--- src/utf_pkg.sv ---
package utf_pkg;

	// Register byte offsets, one aligned 32-bit word each.
	localparam logic [7:0] ADDR_TX_FIFO    = 8'h00;
	localparam logic [7:0] ADDR_STATUS     = 8'h04;
	localparam logic [7:0] ADDR_CONTROL    = 8'h08;
	localparam logic [7:0] ADDR_FIFO_CTRL  = 8'h0c;
	localparam logic [7:0] ADDR_INT_STATUS = 8'h10;
	localparam logic [7:0] ADDR_INT_MASK   = 8'h14;

	// Field positions.
	localparam int STS_TRANSMIT_END_FLAG_BIT   = 6;
	localparam int STS_TX_BELOW_TRIGGER_FLAG_BIT   = 5;
	localparam int CTL_TE_BIT     = 5;
	localparam int FCR_TRG_HI_BIT = 5;
	localparam int FCR_TRG_LO_BIT = 4;
	localparam int CNT_LSB        = 8;
	localparam int INT_TRANSMIT_END_FLAG_BIT   = 0;
	localparam int INT_TX_BELOW_TRIGGER_FLAG_BIT   = 1;

	// Reset values.
	localparam logic       RST_TRANSMIT_END_FLAG = 1'b1;
	localparam logic       RST_TX_BELOW_TRIGGER_FLAG = 1'b1;
	localparam logic       RST_TE   = 1'b0;
	localparam logic [1:0] RST_TRG  = 2'h0;

	// FIFO geometry.
	localparam int         FIFO_DEPTH = 16;
	localparam logic [4:0] FIFO_FULL  = 5'h10;

	// Trigger levels selected by the two trigger-select bits.
	localparam logic [4:0] TRG_LEVEL_0 = 5'h08;
	localparam logic [4:0] TRG_LEVEL_1 = 5'h04;
	localparam logic [4:0] TRG_LEVEL_2 = 5'h02;
	localparam logic [4:0] TRG_LEVEL_3 = 5'h01;

	// Serial timing: one start, eight data, one stop bit.
	localparam longint     CLK_HZ     = 125000000;
	localparam longint     BAUD_HZ    = 115200;
	localparam logic [10:0] BIT_CYCLES = 11'(CLK_HZ / BAUD_HZ);
	localparam logic [3:0] LAST_BIT   = 4'h9;

	// APB request as seen by the register file.
	typedef struct packed {
		logic        sel;
		logic        enable;
		logic        write;
		logic [7:0]  addr;
		logic [31:0] wdata;
	} utf_apb_req_t;

	// Transmitter state.
	typedef enum logic [0:0] {
		UTF_IDLE  = 1'b0,
		UTF_SHIFT = 1'b1
	} utf_tx_state_t;

endpackage

--- src/utf_tx_status.sv ---
// Our own choices: the register addresses and register access over APB.
`timescale 1ns/100ps

module utf_tx_status
	import utf_pkg::*;
(
	// Clock and reset.
	input  wire logic        pclk,
	input  wire logic        presetn,
	// APB slave.
	input  wire logic        psel,
	input  wire logic        penable,
	input  wire logic        pwrite,
	input  wire logic [7:0]  paddr,
	input  wire logic [31:0] pwdata,
	output logic             pready,
	output logic [31:0]      prdata,
	output logic             pslverr,
	// Chip standby request, asynchronous.
	input  wire logic        standby_in,
	// Serial line and interrupt.
	output logic             txd,
	output logic             irq
);

	utf_apb_req_t  req;
	utf_tx_state_t state_reg, state_next;

	logic [7:0]  fifo_mem [FIFO_DEPTH];
	logic [3:0]  wptr_reg, rptr_reg;
	logic [4:0]  count_reg, count_next;
	logic [9:0]  shift_reg;
	logic [3:0]  bitcnt_reg;
	logic [10:0] div_reg;
	logic        transmit_end_flag_reg, tx_below_trigger_flag_reg;
	logic        transmit_end_flag_armed_reg, tx_below_trigger_flag_armed_reg;
	logic        te_reg;
	logic [1:0]  trg_reg;
	logic [1:0]  ist_reg, imask_reg;
	logic        sb1_reg, sb2_reg, sb3_reg, standby_reg;
	logic        pready_reg, pslverr_reg, txd_reg, irq_reg;
	logic [31:0] prdata_reg;

	// Bundle the bus signals.
	assign req = '{sel: psel, enable: penable, write: pwrite, addr: paddr, wdata: pwdata};

	// Access completes in the cycle where the registered ready is high.
	wire access   = req.sel & req.enable & pready_reg;
	wire do_write = access & req.write;
	wire do_read  = access & ~req.write;

	// Address decode.
	wire hit_fifo = (req.addr == ADDR_TX_FIFO);
	wire hit_sts  = (req.addr == ADDR_STATUS);
	wire hit_ctl  = (req.addr == ADDR_CONTROL);
	wire hit_fcr  = (req.addr == ADDR_FIFO_CTRL);
	wire hit_ist  = (req.addr == ADDR_INT_STATUS);
	wire hit_imk  = (req.addr == ADDR_INT_MASK);
	wire mapped   = hit_fifo | hit_sts | hit_ctl | hit_fcr | hit_ist | hit_imk;

	// Trigger level from the two select bits.
	wire [4:0] trg_level = (trg_reg == 2'h0) ? TRG_LEVEL_0 :
	                       (trg_reg == 2'h1) ? TRG_LEVEL_1 :
	                       (trg_reg == 2'h2) ? TRG_LEVEL_2 : TRG_LEVEL_3;

	// FIFO push and pop; a write to a full FIFO is dropped.
	wire fifo_wr    = do_write & hit_fifo;
	wire fifo_empty = (count_reg == 5'h00);
	wire push       = fifo_wr & (count_reg != FIFO_FULL) & ~standby_reg;
	wire bit_tick   = (state_reg == UTF_SHIFT) & (div_reg == BIT_CYCLES - 11'h001);
	wire char_done  = bit_tick & (bitcnt_reg == LAST_BIT);
	wire start_idle = (state_reg == UTF_IDLE) & te_reg & ~fifo_empty;
	wire chain      = char_done & te_reg & ~fifo_empty;
	wire pop        = (start_idle | chain) & ~standby_reg;
	wire [7:0] pop_data = fifo_mem[rptr_reg];

	// Next fill level.
	assign count_next = count_reg + {4'h0, push} - {4'h0, pop};

	// Flag events.
	wire transmit_end_flag_event = char_done & fifo_empty & ~standby_reg;
	wire tx_below_trigger_flag_event = pop & (count_next < trg_level);
	wire tx_busy    = (state_reg == UTF_SHIFT) | ~fifo_empty;

	// Values software sees.
	wire transmit_end_flag_view = transmit_end_flag_reg & ~tx_busy;
	wire tx_below_trigger_flag_view = tx_below_trigger_flag_reg & (count_reg < trg_level);
	wire [15:0] status_view = 16'({transmit_end_flag_view, tx_below_trigger_flag_view}) << STS_TX_BELOW_TRIGGER_FLAG_BIT;

	// Flag clearing by a zero written after a one was read.
	wire sts_wr   = do_write & hit_sts;
	wire transmit_end_flag_clr = sts_wr & ~req.wdata[STS_TRANSMIT_END_FLAG_BIT] & transmit_end_flag_armed_reg;
	wire tx_below_trigger_flag_clr = sts_wr & ~req.wdata[STS_TX_BELOW_TRIGGER_FLAG_BIT] & tx_below_trigger_flag_armed_reg;

	// Flag next values, set wins over clear.
	wire transmit_end_flag_next = standby_reg | transmit_end_flag_event | (transmit_end_flag_reg & ~fifo_wr & ~transmit_end_flag_clr);
	wire tx_below_trigger_flag_next = standby_reg | tx_below_trigger_flag_event | (tx_below_trigger_flag_reg & ~tx_below_trigger_flag_clr);

	// Interrupt status, write one to clear, set wins.
	wire [1:0] ist_set   = {tx_below_trigger_flag_event, transmit_end_flag_event};
	wire [1:0] ist_clr   = (do_write & hit_ist) ? req.wdata[1:0] : 2'h0;
	wire [1:0] ist_next  = ist_set | (ist_reg & ~ist_clr);

	// Read data mux.
	wire [31:0] rd_fifo = 32'({count_reg}) << CNT_LSB;
	wire [31:0] rd_ctl  = 32'(te_reg) << CTL_TE_BIT;
	wire [31:0] rd_fcr  = 32'(trg_reg) << FCR_TRG_LO_BIT;
	wire [31:0] rd_mux  = hit_fifo ? rd_fifo :
	                      hit_sts  ? {16'h0000, status_view} :
	                      hit_ctl  ? rd_ctl :
	                      hit_fcr  ? rd_fcr :
	                      hit_ist  ? {30'h0, ist_reg} :
	                      hit_imk  ? {30'h0, imask_reg} : 32'h00000000;

	// Transmitter state transitions.
	always_comb begin
		state_next = state_reg;
		unique case (state_reg)
			UTF_IDLE: begin
				if (pop) begin
					state_next = UTF_SHIFT;
				end
			end
			UTF_SHIFT: begin
				if (standby_reg | (char_done & ~pop)) begin
					state_next = UTF_IDLE;
				end
			end
		endcase
	end

	// Standby synchroniser; a change counts once stages two and three agree.
	always_ff @(posedge pclk or negedge presetn) begin
		if (!presetn) begin
			sb1_reg     <= 1'b0;
			sb2_reg     <= 1'b0;
			sb3_reg     <= 1'b0;
			standby_reg <= 1'b0;
		end else begin
			sb1_reg <= standby_in;
			sb2_reg <= sb1_reg;
			sb3_reg <= sb2_reg;
			if (sb2_reg == sb3_reg) begin
				standby_reg <= sb3_reg;
			end
		end
	end

	// APB answer: ready one cycle into the access phase.
	always_ff @(posedge pclk or negedge presetn) begin
		if (!presetn) begin
			pready_reg  <= 1'b0;
			pslverr_reg <= 1'b0;
			prdata_reg  <= 32'h00000000;
		end else begin
			pready_reg  <= req.sel & req.enable & ~pready_reg;
			pslverr_reg <= req.sel & req.enable & ~pready_reg & ~mapped;
			if (req.sel & req.enable & ~pready_reg & ~req.write) begin
				prdata_reg <= rd_mux;
			end
		end
	end

	// Control registers; standby forces the enable off.
	always_ff @(posedge pclk or negedge presetn) begin
		if (!presetn) begin
			te_reg    <= RST_TE;
			trg_reg   <= RST_TRG;
			imask_reg <= 2'h0;
		end else begin
			if (standby_reg) begin
				te_reg <= RST_TE;
			end else if (do_write & hit_ctl) begin
				te_reg <= req.wdata[CTL_TE_BIT];
			end
			if (do_write & hit_fcr) begin
				trg_reg <= {req.wdata[FCR_TRG_HI_BIT], req.wdata[FCR_TRG_LO_BIT]};
			end
			if (do_write & hit_imk) begin
				imask_reg <= req.wdata[1:0];
			end
		end
	end

	// Status flags and their read-as-one arming.
	always_ff @(posedge pclk or negedge presetn) begin
		if (!presetn) begin
			transmit_end_flag_reg       <= RST_TRANSMIT_END_FLAG;
			tx_below_trigger_flag_reg       <= RST_TX_BELOW_TRIGGER_FLAG;
			transmit_end_flag_armed_reg <= 1'b0;
			tx_below_trigger_flag_armed_reg <= 1'b0;
			ist_reg        <= 2'h0;
			irq_reg        <= 1'b0;
		end else begin
			transmit_end_flag_reg <= transmit_end_flag_next;
			tx_below_trigger_flag_reg <= tx_below_trigger_flag_next;
			if (transmit_end_flag_clr | ~transmit_end_flag_next) begin
				transmit_end_flag_armed_reg <= 1'b0;
			end else if (do_read & hit_sts & transmit_end_flag_view) begin
				transmit_end_flag_armed_reg <= 1'b1;
			end
			if (tx_below_trigger_flag_clr | ~tx_below_trigger_flag_next) begin
				tx_below_trigger_flag_armed_reg <= 1'b0;
			end else if (do_read & hit_sts & tx_below_trigger_flag_view) begin
				tx_below_trigger_flag_armed_reg <= 1'b1;
			end
			ist_reg <= ist_next;
			irq_reg <= |(ist_next & imask_reg);
		end
	end

	// FIFO storage.
	always_ff @(posedge pclk) begin
		if (push) begin
			fifo_mem[wptr_reg] <= req.wdata[7:0];
		end
	end

	// FIFO pointers and count; standby empties the FIFO.
	always_ff @(posedge pclk or negedge presetn) begin
		if (!presetn) begin
			wptr_reg  <= 4'h0;
			rptr_reg  <= 4'h0;
			count_reg <= 5'h00;
		end else if (standby_reg) begin
			wptr_reg  <= 4'h0;
			rptr_reg  <= 4'h0;
			count_reg <= 5'h00;
		end else begin
			if (push) begin
				wptr_reg <= wptr_reg + 4'h1;
			end
			if (pop) begin
				rptr_reg <= rptr_reg + 4'h1;
			end
			count_reg <= count_next;
		end
	end

	// Shift register with bit-rate divider.
	always_ff @(posedge pclk or negedge presetn) begin
		if (!presetn) begin
			state_reg  <= UTF_IDLE;
			shift_reg  <= 10'h3ff;
			bitcnt_reg <= 4'h0;
			div_reg    <= 11'h000;
			txd_reg    <= 1'b1;
		end else begin
			state_reg <= state_next;
			if (pop) begin
				shift_reg  <= {1'b1, pop_data, 1'b0};
				bitcnt_reg <= 4'h0;
				div_reg    <= 11'h000;
			end else if (bit_tick) begin
				shift_reg  <= {1'b1, shift_reg[9:1]};
				bitcnt_reg <= bitcnt_reg + 4'h1;
				div_reg    <= 11'h000;
			end else if (state_reg == UTF_SHIFT) begin
				div_reg <= div_reg + 11'h001;
			end
			txd_reg <= (state_next == UTF_SHIFT) ? (pop ? 1'b0 : (bit_tick ? shift_reg[1] : shift_reg[0])) : 1'b1;
		end
	end

	// Registered outputs.
	assign pready  = pready_reg;
	assign pslverr = pslverr_reg;
	assign prdata  = prdata_reg;
	assign txd     = txd_reg;
	assign irq     = irq_reg;

endmodule // utf_tx_status

--- config.mk ---
export PLATFORM = sky130hd
export DESIGN_NAME = utf_tx_status
export DESIGN_NICKNAME = d
export VERILOG_FILES = /design/src/utf_pkg.sv /design/src/utf_tx_status.sv
export SDC_FILE = /design/constraint.sdc
export NUM_CORES = 1
export LEC_CHECK = 0
export BUFFER_PORTS_ARGS = -buffer_cell sky130_fd_sc_hd__buf_2
export CORE_MARGIN = 4
export CORE_UTILIZATION = 55
export CTS_CLUSTER_SIZE = 10
export DETAILED_ROUTE_END_ITERATION = 12
export PLACE_DENSITY = 0.75
export SYNTH_ARGS = -nofsm -noshare
export SYNTH_HDL_FRONTEND = slang
export SYNTH_SLANG_ARGS = --single-unit
--- constraint.sdc ---
create_clock -name pclk -period 5.35 [get_ports pclk]
set_input_delay 0.535 -clock pclk [delete_from_list [all_inputs] [get_ports pclk]]
set_output_delay 0.535 -clock pclk [all_outputs]
set_load 0.01 [all_outputs]
# --- Word-level counts from Yosys, hierarchy flattened ---
# Memory sizes are Yosys's and may differ from the RTL's.
# Cells that the tools add are included.
word_totals:
  regBits: 90
  latchBits: 0
  mem_bits_rw: 128
  rom_bits: 0
  memories: 1
op_classes:
  n_addsub: 6
  multipliers: 0
  div_mod_pow: 0
  order_cmp: 2
  eq_ne: 11
  shifts: 0
  n_mux: 36
  bitwise_logic: 71
  reduce_logical: 11
memory_table:
  columns: ["name", "words", "width", "read_ports", "rd_ports_with_merged_regs", "wr", "line_no", "source"]
  rows:
  - ["fifo_mem", 16, 8, 1, 0, 1, "utf_tx_status.sv:29", "logic [7:0] fifo_mem [FIFO_DEPTH];"]
ops:
  columns: ["operator", "n"]
  rows:
  - ["1-bit AND", 38]
  - ["11-bit 2-to-1 mux", 3]
  - ["4-bit 2-to-1 mux", 7]
  - ["10-bit 2-to-1 mux", 2]
  - ["8-bit by 4-bit equality test with 1-bit output, second input constant", 2]
  - ["8-bit by 5-bit equality test with 1-bit output, second input constant", 2]
  - ["1-bit inverter", 15]
  - ["1-bit bitwise OR", 14]
  - ["1-bit 2-to-1 mux", 13]
  - ["13-bit 2-to-1 mux", 1]
  - ["4-bit by 1-bit adder with 4-bit output, second input constant", 3]
  - ["6-bit 2-to-1 mux", 2]
  - ["2-bit nonzero test", 6]
  - ["11-bit by 1-bit adder with 11-bit output, second input constant", 1]
  - ["11-bit equality test, second input constant", 1]
  - ["5-bit by 4-bit less-than comparator with 1-bit output", 2]
  - ["8-bit by 3-bit equality test with 1-bit output, second input constant", 1]
  - ["8-bit zero test", 1]
  - ["2-bit 2-to-1 mux", 4]
  - ["7-bit 2-to-1 mux", 1]
  - ["5-bit by 1-bit adder with 5-bit output", 1]
  - ["5-bit zero test", 1]
  - ["5-bit 2-to-1 mux", 1]
  - ["5-bit != test, second input constant", 1]
  - ["other kinds (13)", 14]

# --- Logic depth before layout (Yosys ltp) ---
logic_depth:
  depth_word: 15
  depth_mapped: 19
  mapped_depth_nobuf: 17

# --- Worst setup path before layout ---
# OpenSTA, ideal clock, no wires.
synth_timing:
  path_type: "input-to-reg"
  startpoint: "input port paddr[1]"
  endpoint: "register tx_below_trigger_flag_armed_reg"
  setup_ns: 0.094
  arrival_time_ns: 3.992
  required_time_ns: 5.256
  slack_ns: 1.264
  path_stages: 16
  n_path_buf: 1
  cell_sequence: "or4_4 or3_1 buf_2 nand4b_4 nand2b_1 ha_1 inv_1 ha_1 inv_1 fa_1 xnor2_1 ha_1 a21o_1 a211oi_1 nand3_1 a211oi_1"
synth_via:
  elab_chain_len: 13
synth_rtl:
  columns: ["element", "line_no", "source"]
  rows:
  - ["start, declared", "utf_tx_status.sv:14", "input wire logic [7:0] paddr,"]
  - ["8-bit zero test", "utf_tx_status.sv:53", "wire hit_fifo = (req.addr == ADDR_TX_FIFO);"]
  - ["1-bit AND", "utf_tx_status.sv:67", "wire fifo_wr = do_write & hit_fifo;"]
  - ["1-bit AND (2 in a row)", "utf_tx_status.sv:69", "wire push = fifo_wr & (count_reg != FIFO_FULL) & ~standby_reg;"]
  - ["5-bit by 1-bit adder with 5-bit output", "utf_tx_status.sv:78", "assign count_next = count_reg + {4'h0, push} - {4'h0, pop};"]
  - ["5-bit by 1-bit subtractor with 5-bit output", "utf_tx_status.sv:78", null]
  - ["5-bit by 4-bit less-than comparator with 1-bit output", "utf_tx_status.sv:82", "wire tx_below_trigger_flag_event = pop & (count_next < trg_level);"]
  - ["1-bit AND", "utf_tx_status.sv:82", null]
  - ["1-bit bitwise OR (2 in a row)", "utf_tx_status.sv:97", "wire tx_below_trigger_flag_next = standby_reg | tx_below_trigger_flag_event | (tx_below_trigger_flag_reg & ~tx ..."]
  - ["1-bit inverter", "utf_tx_status.sv:202", "if (tx_below_trigger_flag_clr | ~tx_below_trigger_flag_next) begin"]
  - ["1-bit bitwise OR", "utf_tx_status.sv:202", null]
  - ["1-bit 2-to-1 mux or 2-bit nonzero test (tied branches)", null, null]
  - ["end signal, assigned", "utf_tx_status.sv:191", "tx_below_trigger_flag_armed_reg <= 1'b0;"]
  - ["end signal, assigned", "utf_tx_status.sv:203", "tx_below_trigger_flag_armed_reg <= 1'b0;"]
  - ["end signal, assigned", "utf_tx_status.sv:205", "tx_below_trigger_flag_armed_reg <= 1'b1;"]
  - ["end, declared", "utf_tx_status.sv:36", "logic transmit_end_flag_armed_reg, tx_below_trigger_flag_armed_reg;"]
# Several ways; a longest one is shown, not always the timed one.
# A chain may end at the register's enable or synchronous reset.

# --- Worst setup path after layout ---
# Same ends and word-level chain as after synthesis.

==> qor.csv <==
stage,metric,value,unit
clocking,cts_resized,0,
power_and_ir_drop,power_leakage,3.52,nW
setup_path,endpoint_kind,flip-flop,
sta,max_slew_margin,0.414,
floorplanning,core,15300,um^2
drt,m1WireLength,7.32,mm
sta,rsz0062_at_grt,no,
drt,route.met3.wl,994,um
floorplanning,die_w,133,um
synthesis,synth_edf_count,128,
synthesis,synth_area_leaders,"edfxtp_1 (45%), dfrtp_1 (16%), mux4_2 (8.4%), dfstp_2 (3.7%), ha_1 (3.1%)",
global_routing,grt_pass1_wl,27.7,mm
layout,largest_reg_flops,128,
floorplanning,die_y,133,um
clocking,cts-buffers-inserted,17,
layout,antennaDiodeCount,0,
placement,post_dp_cell_area,8880,um^2
setup_path,worstPathRequired,5.68,ns
drt,wire_per_inst,20.4,um
sta,worstMarginPinSlew,0.879,ns
setup_path,cp-start-kind,input pin,
drt,antenna_left,0,
layout,fin_cells,836,
power_and_ir_drop,p_per_area,312,nW/um^2
clocking,clk_path_buf_depth,2,
synthesis,synth.largest_area_cell,edfxtp_1,
layout,finalInstanceArea,9490,um^2
sta,period_needed,4.41,ns
drt,drt-vias-per-instance,5.95,
setup_path,cp_data_arrival_time,4.74,ns
drt,drt-total-wl,17.0,mm
sta,slew_viol_final,0,
clocking,holdBufCountCts,0,
clocking,root_buffer,clkbuf_16,
setup_path,r2r_end,tx_below_trigger_flag_armed_reg,
placement,gp_congestion,0.877,
clocking,postCtsSetupBuffers,0,
synthesis,synth.avg_cell_area,14.8,um^2
setup_path,reg2reg_depth,16,
setup_path,crit_end,tx_below_trigger_flag_armed_reg,
setup_path,startpoint,paddr[1],
clocking,cts.htree.levels,4,
floorplanning,dieArea,17700,um^2
placement,dp_hpwl,11.3,mm
global_routing,grt_usage,0.205,
clocking,clock_latency,0.43,ns
synthesis,ys_ff_latch,195,
floorplanning,ios,82,
job,cap_viol_max_count,0,
floorplanning,initial_core_util,0.563,
sta,finClkSkew,0.0110,ns
sta,fmax,0.227,GHz
worst_hold_path,worstHoldPathType,input pin to flip-flop,
clocking,cts_tree,yes,
outcome,outcome,completed,
synthesis,ys_async_sr_fraction,0.344,
setup_path,worstReg2RegStart,count_reg[2],
setup_path,reg2reg_slack,1.03,ns
sta,hold_violations,0,
synthesis,syn_inst,579,
sta,report.final.setup_viol,0,
placement,place_inst,804,
drt,met2_length,8.55,mm
clocking,cts.sinks,195,
setup_path,critPathKind,input pin to flip-flop,
synthesis,yosysSeqAreaShare,0.644,
global_routing,grt_pass1_vias,5022,
clocking,clk_pin_slew_worst_paths,0.08,ns
drt,highest_layer,met4,
layout,area_delta_synth_final,10.5,%
layout,fill_cells,1112,
drt,dr.first_iter.drc_count,554,
global_routing,overflow,0,
sta,post-route-period-util,0.825,
layout,fin_nets,680,
drt,first_pass_iters,5,
sta,setup-tns-final,0,ns
synthesis,synth_warnings,0,
setup_path,crit_fanout,9,
placement,port_buffers,35,
drt,num_vias,4972,
global_routing,grt_max_degree,68,
floorplanning,rows,45,
synthesis,synth_top_cell_area_share,0.447,
synthesis,yosysUniqueCellTypes,58,
layout,drive_gt1_frac,0.218,
power_and_ir_drop,vdd_drop_max,0.410,mV
global_routing,antenna_found_initial,0,
synthesis,synth_top_flop_cell,edfxtp_1,
synthesis,syn_area,8590,um^2
drt,drc,0,
## stage by stage
step	util	hold slack (ns)	setup slack (ns)	power, W
4_1_cts	0.622	0.190	1.01	0.00297
2_1_floorplan	-	0.239	1.26	0.00168
3_3_place_gp	0.582	0.335	0.786	0.00171
5_1_grt	0.622	0.173	0.775	0.00306
3_5_place_dp	0.582	0.335	0.605	0.00171
6_report	0.622	0.200	0.938	0.00296
## report_power, final
group | switching [W] | total (W) | internal, W | leakage [nW]
sequential | 0.00000182 | 0.00161 | 0.00161 | 2.03
combinational | 0.0000523 | 0.0000638 | 0.0000115 | 1.20
clock | 0.000610 | 0.00128 | 0.000672 | 0.298
## placed cells by master (no fill, tap or decap), types with 12 or more instances in the layout
| cell | n |
|---|---|
| nand3_1 | 19 |
| ha_1 | 21 |
| o21ai_0 | 15 |
| a21oi_1 | 12 |
| clkbuf_16 | 17 |
| conb_1 | 22 |
| dfrtp_1 | 53 |
| a22oi_1 | 16 |
| dfstp_2 | 12 |
| buf_2 | 35 |
| edfxtp_1 | 128 |
| nand2_1 | 14 |
| mux4_2 | 32 |
| inv_1 | 19 |
| and2_1 | 15 |
| nor2_1 | 39 |
## area by class of cell
type                    count  area (um^2)  area share
well taps                 211          264      0.0278
multi-input cells         340         2810       0.296
inverters                  19         71.3     0.00751
flip-flops and latches    195         5540       0.583
clock buffers              17          425      0.0448
clock inverters            15          184      0.0194
repair buffers             39          205      0.0216
## logic make-up (layout without fill, tap and decap cells)
| logic type | count (synthesis) | count (layout) | share of synthesized area |
|---|---|---|---|
| flip-flops | 195 | 195 | 0.644 |
| AND/OR/NAND/NOR | 149 | 149 | 0.0974 |
| AO/OA/AOI/OAI | 83 | 83 | 0.0659 |
| buffers and inverters | 65 | 90 | 0.0387 |
| multiplexers | 48 | 48 | 0.104 |
| adder cells (fa/ha/maj) | 23 | 23 | 0.0341 |
| XOR/XNOR | 15 | 15 | 0.0153 |
| other | 1 | 22 | 0.000436 |
## worst min-delay path by stage
stage	startpoint	endpoint	depth (start not counted)
after floorplan	presetn	bitcnt_reg[0]	0
after global placement	sb1_reg	sb2_reg	0
after CTS	standby_in	sb1_reg	1
after detailed placement	sb1_reg	sb2_reg	0
after global routing	standby_in	sb1_reg	1
final	standby_in	sb1_reg	1
## synth_stat cells (all sizes together), types with 2 or more instances
library cell,count
nor3,7
edfxtp,128
nand4b,3
nand3,19
a211oi,4
a22oi,16
clkbuf,15
a21oi,12
ha,21
nand2b,6
a21boi,2
or3,8
and3,5
a22o,8
o41a,2
and2,15
nor4,6
nand3b,3
dfstp,12
nor2b,4
nor3b,2
o21ai,16
mux2,11
nor2,39
and4,2
mux2i,5
nor4b,3
nand4,6
nand2,14
xor2,6
inv,19
mux4,32
xnor2,9
dfrtp,55
buf,31
a31oi,11
o31ai,3
a21o,3
o21ba,2
## critical path: stages
cell,delay [ns]
buf_2,0.10
or4_4,0.56
or3_1,0.45
nand4b_4,0.31
nand2b_1,0.22
ha_1,0.28
inv_1,0.06
ha_1,0.16
inv_1,0.06
fa_1,0.41
xnor2_1,0.22
ha_1,0.29
a21o_1,0.18
a211oi_1,0.44
nand3_1,0.18
a211oi_1,0.30
## routing by layer
metal | vias to the layer above | track usage
li1 | 2236 | -
met1 | 2542 | 0.281
met4 | 0 | 0.0502
met5 | - | 0
met2 | 176 | 0.332
met3 | 18 | 0.0544
No activity file was read; power rests on OpenSTA's default activity.
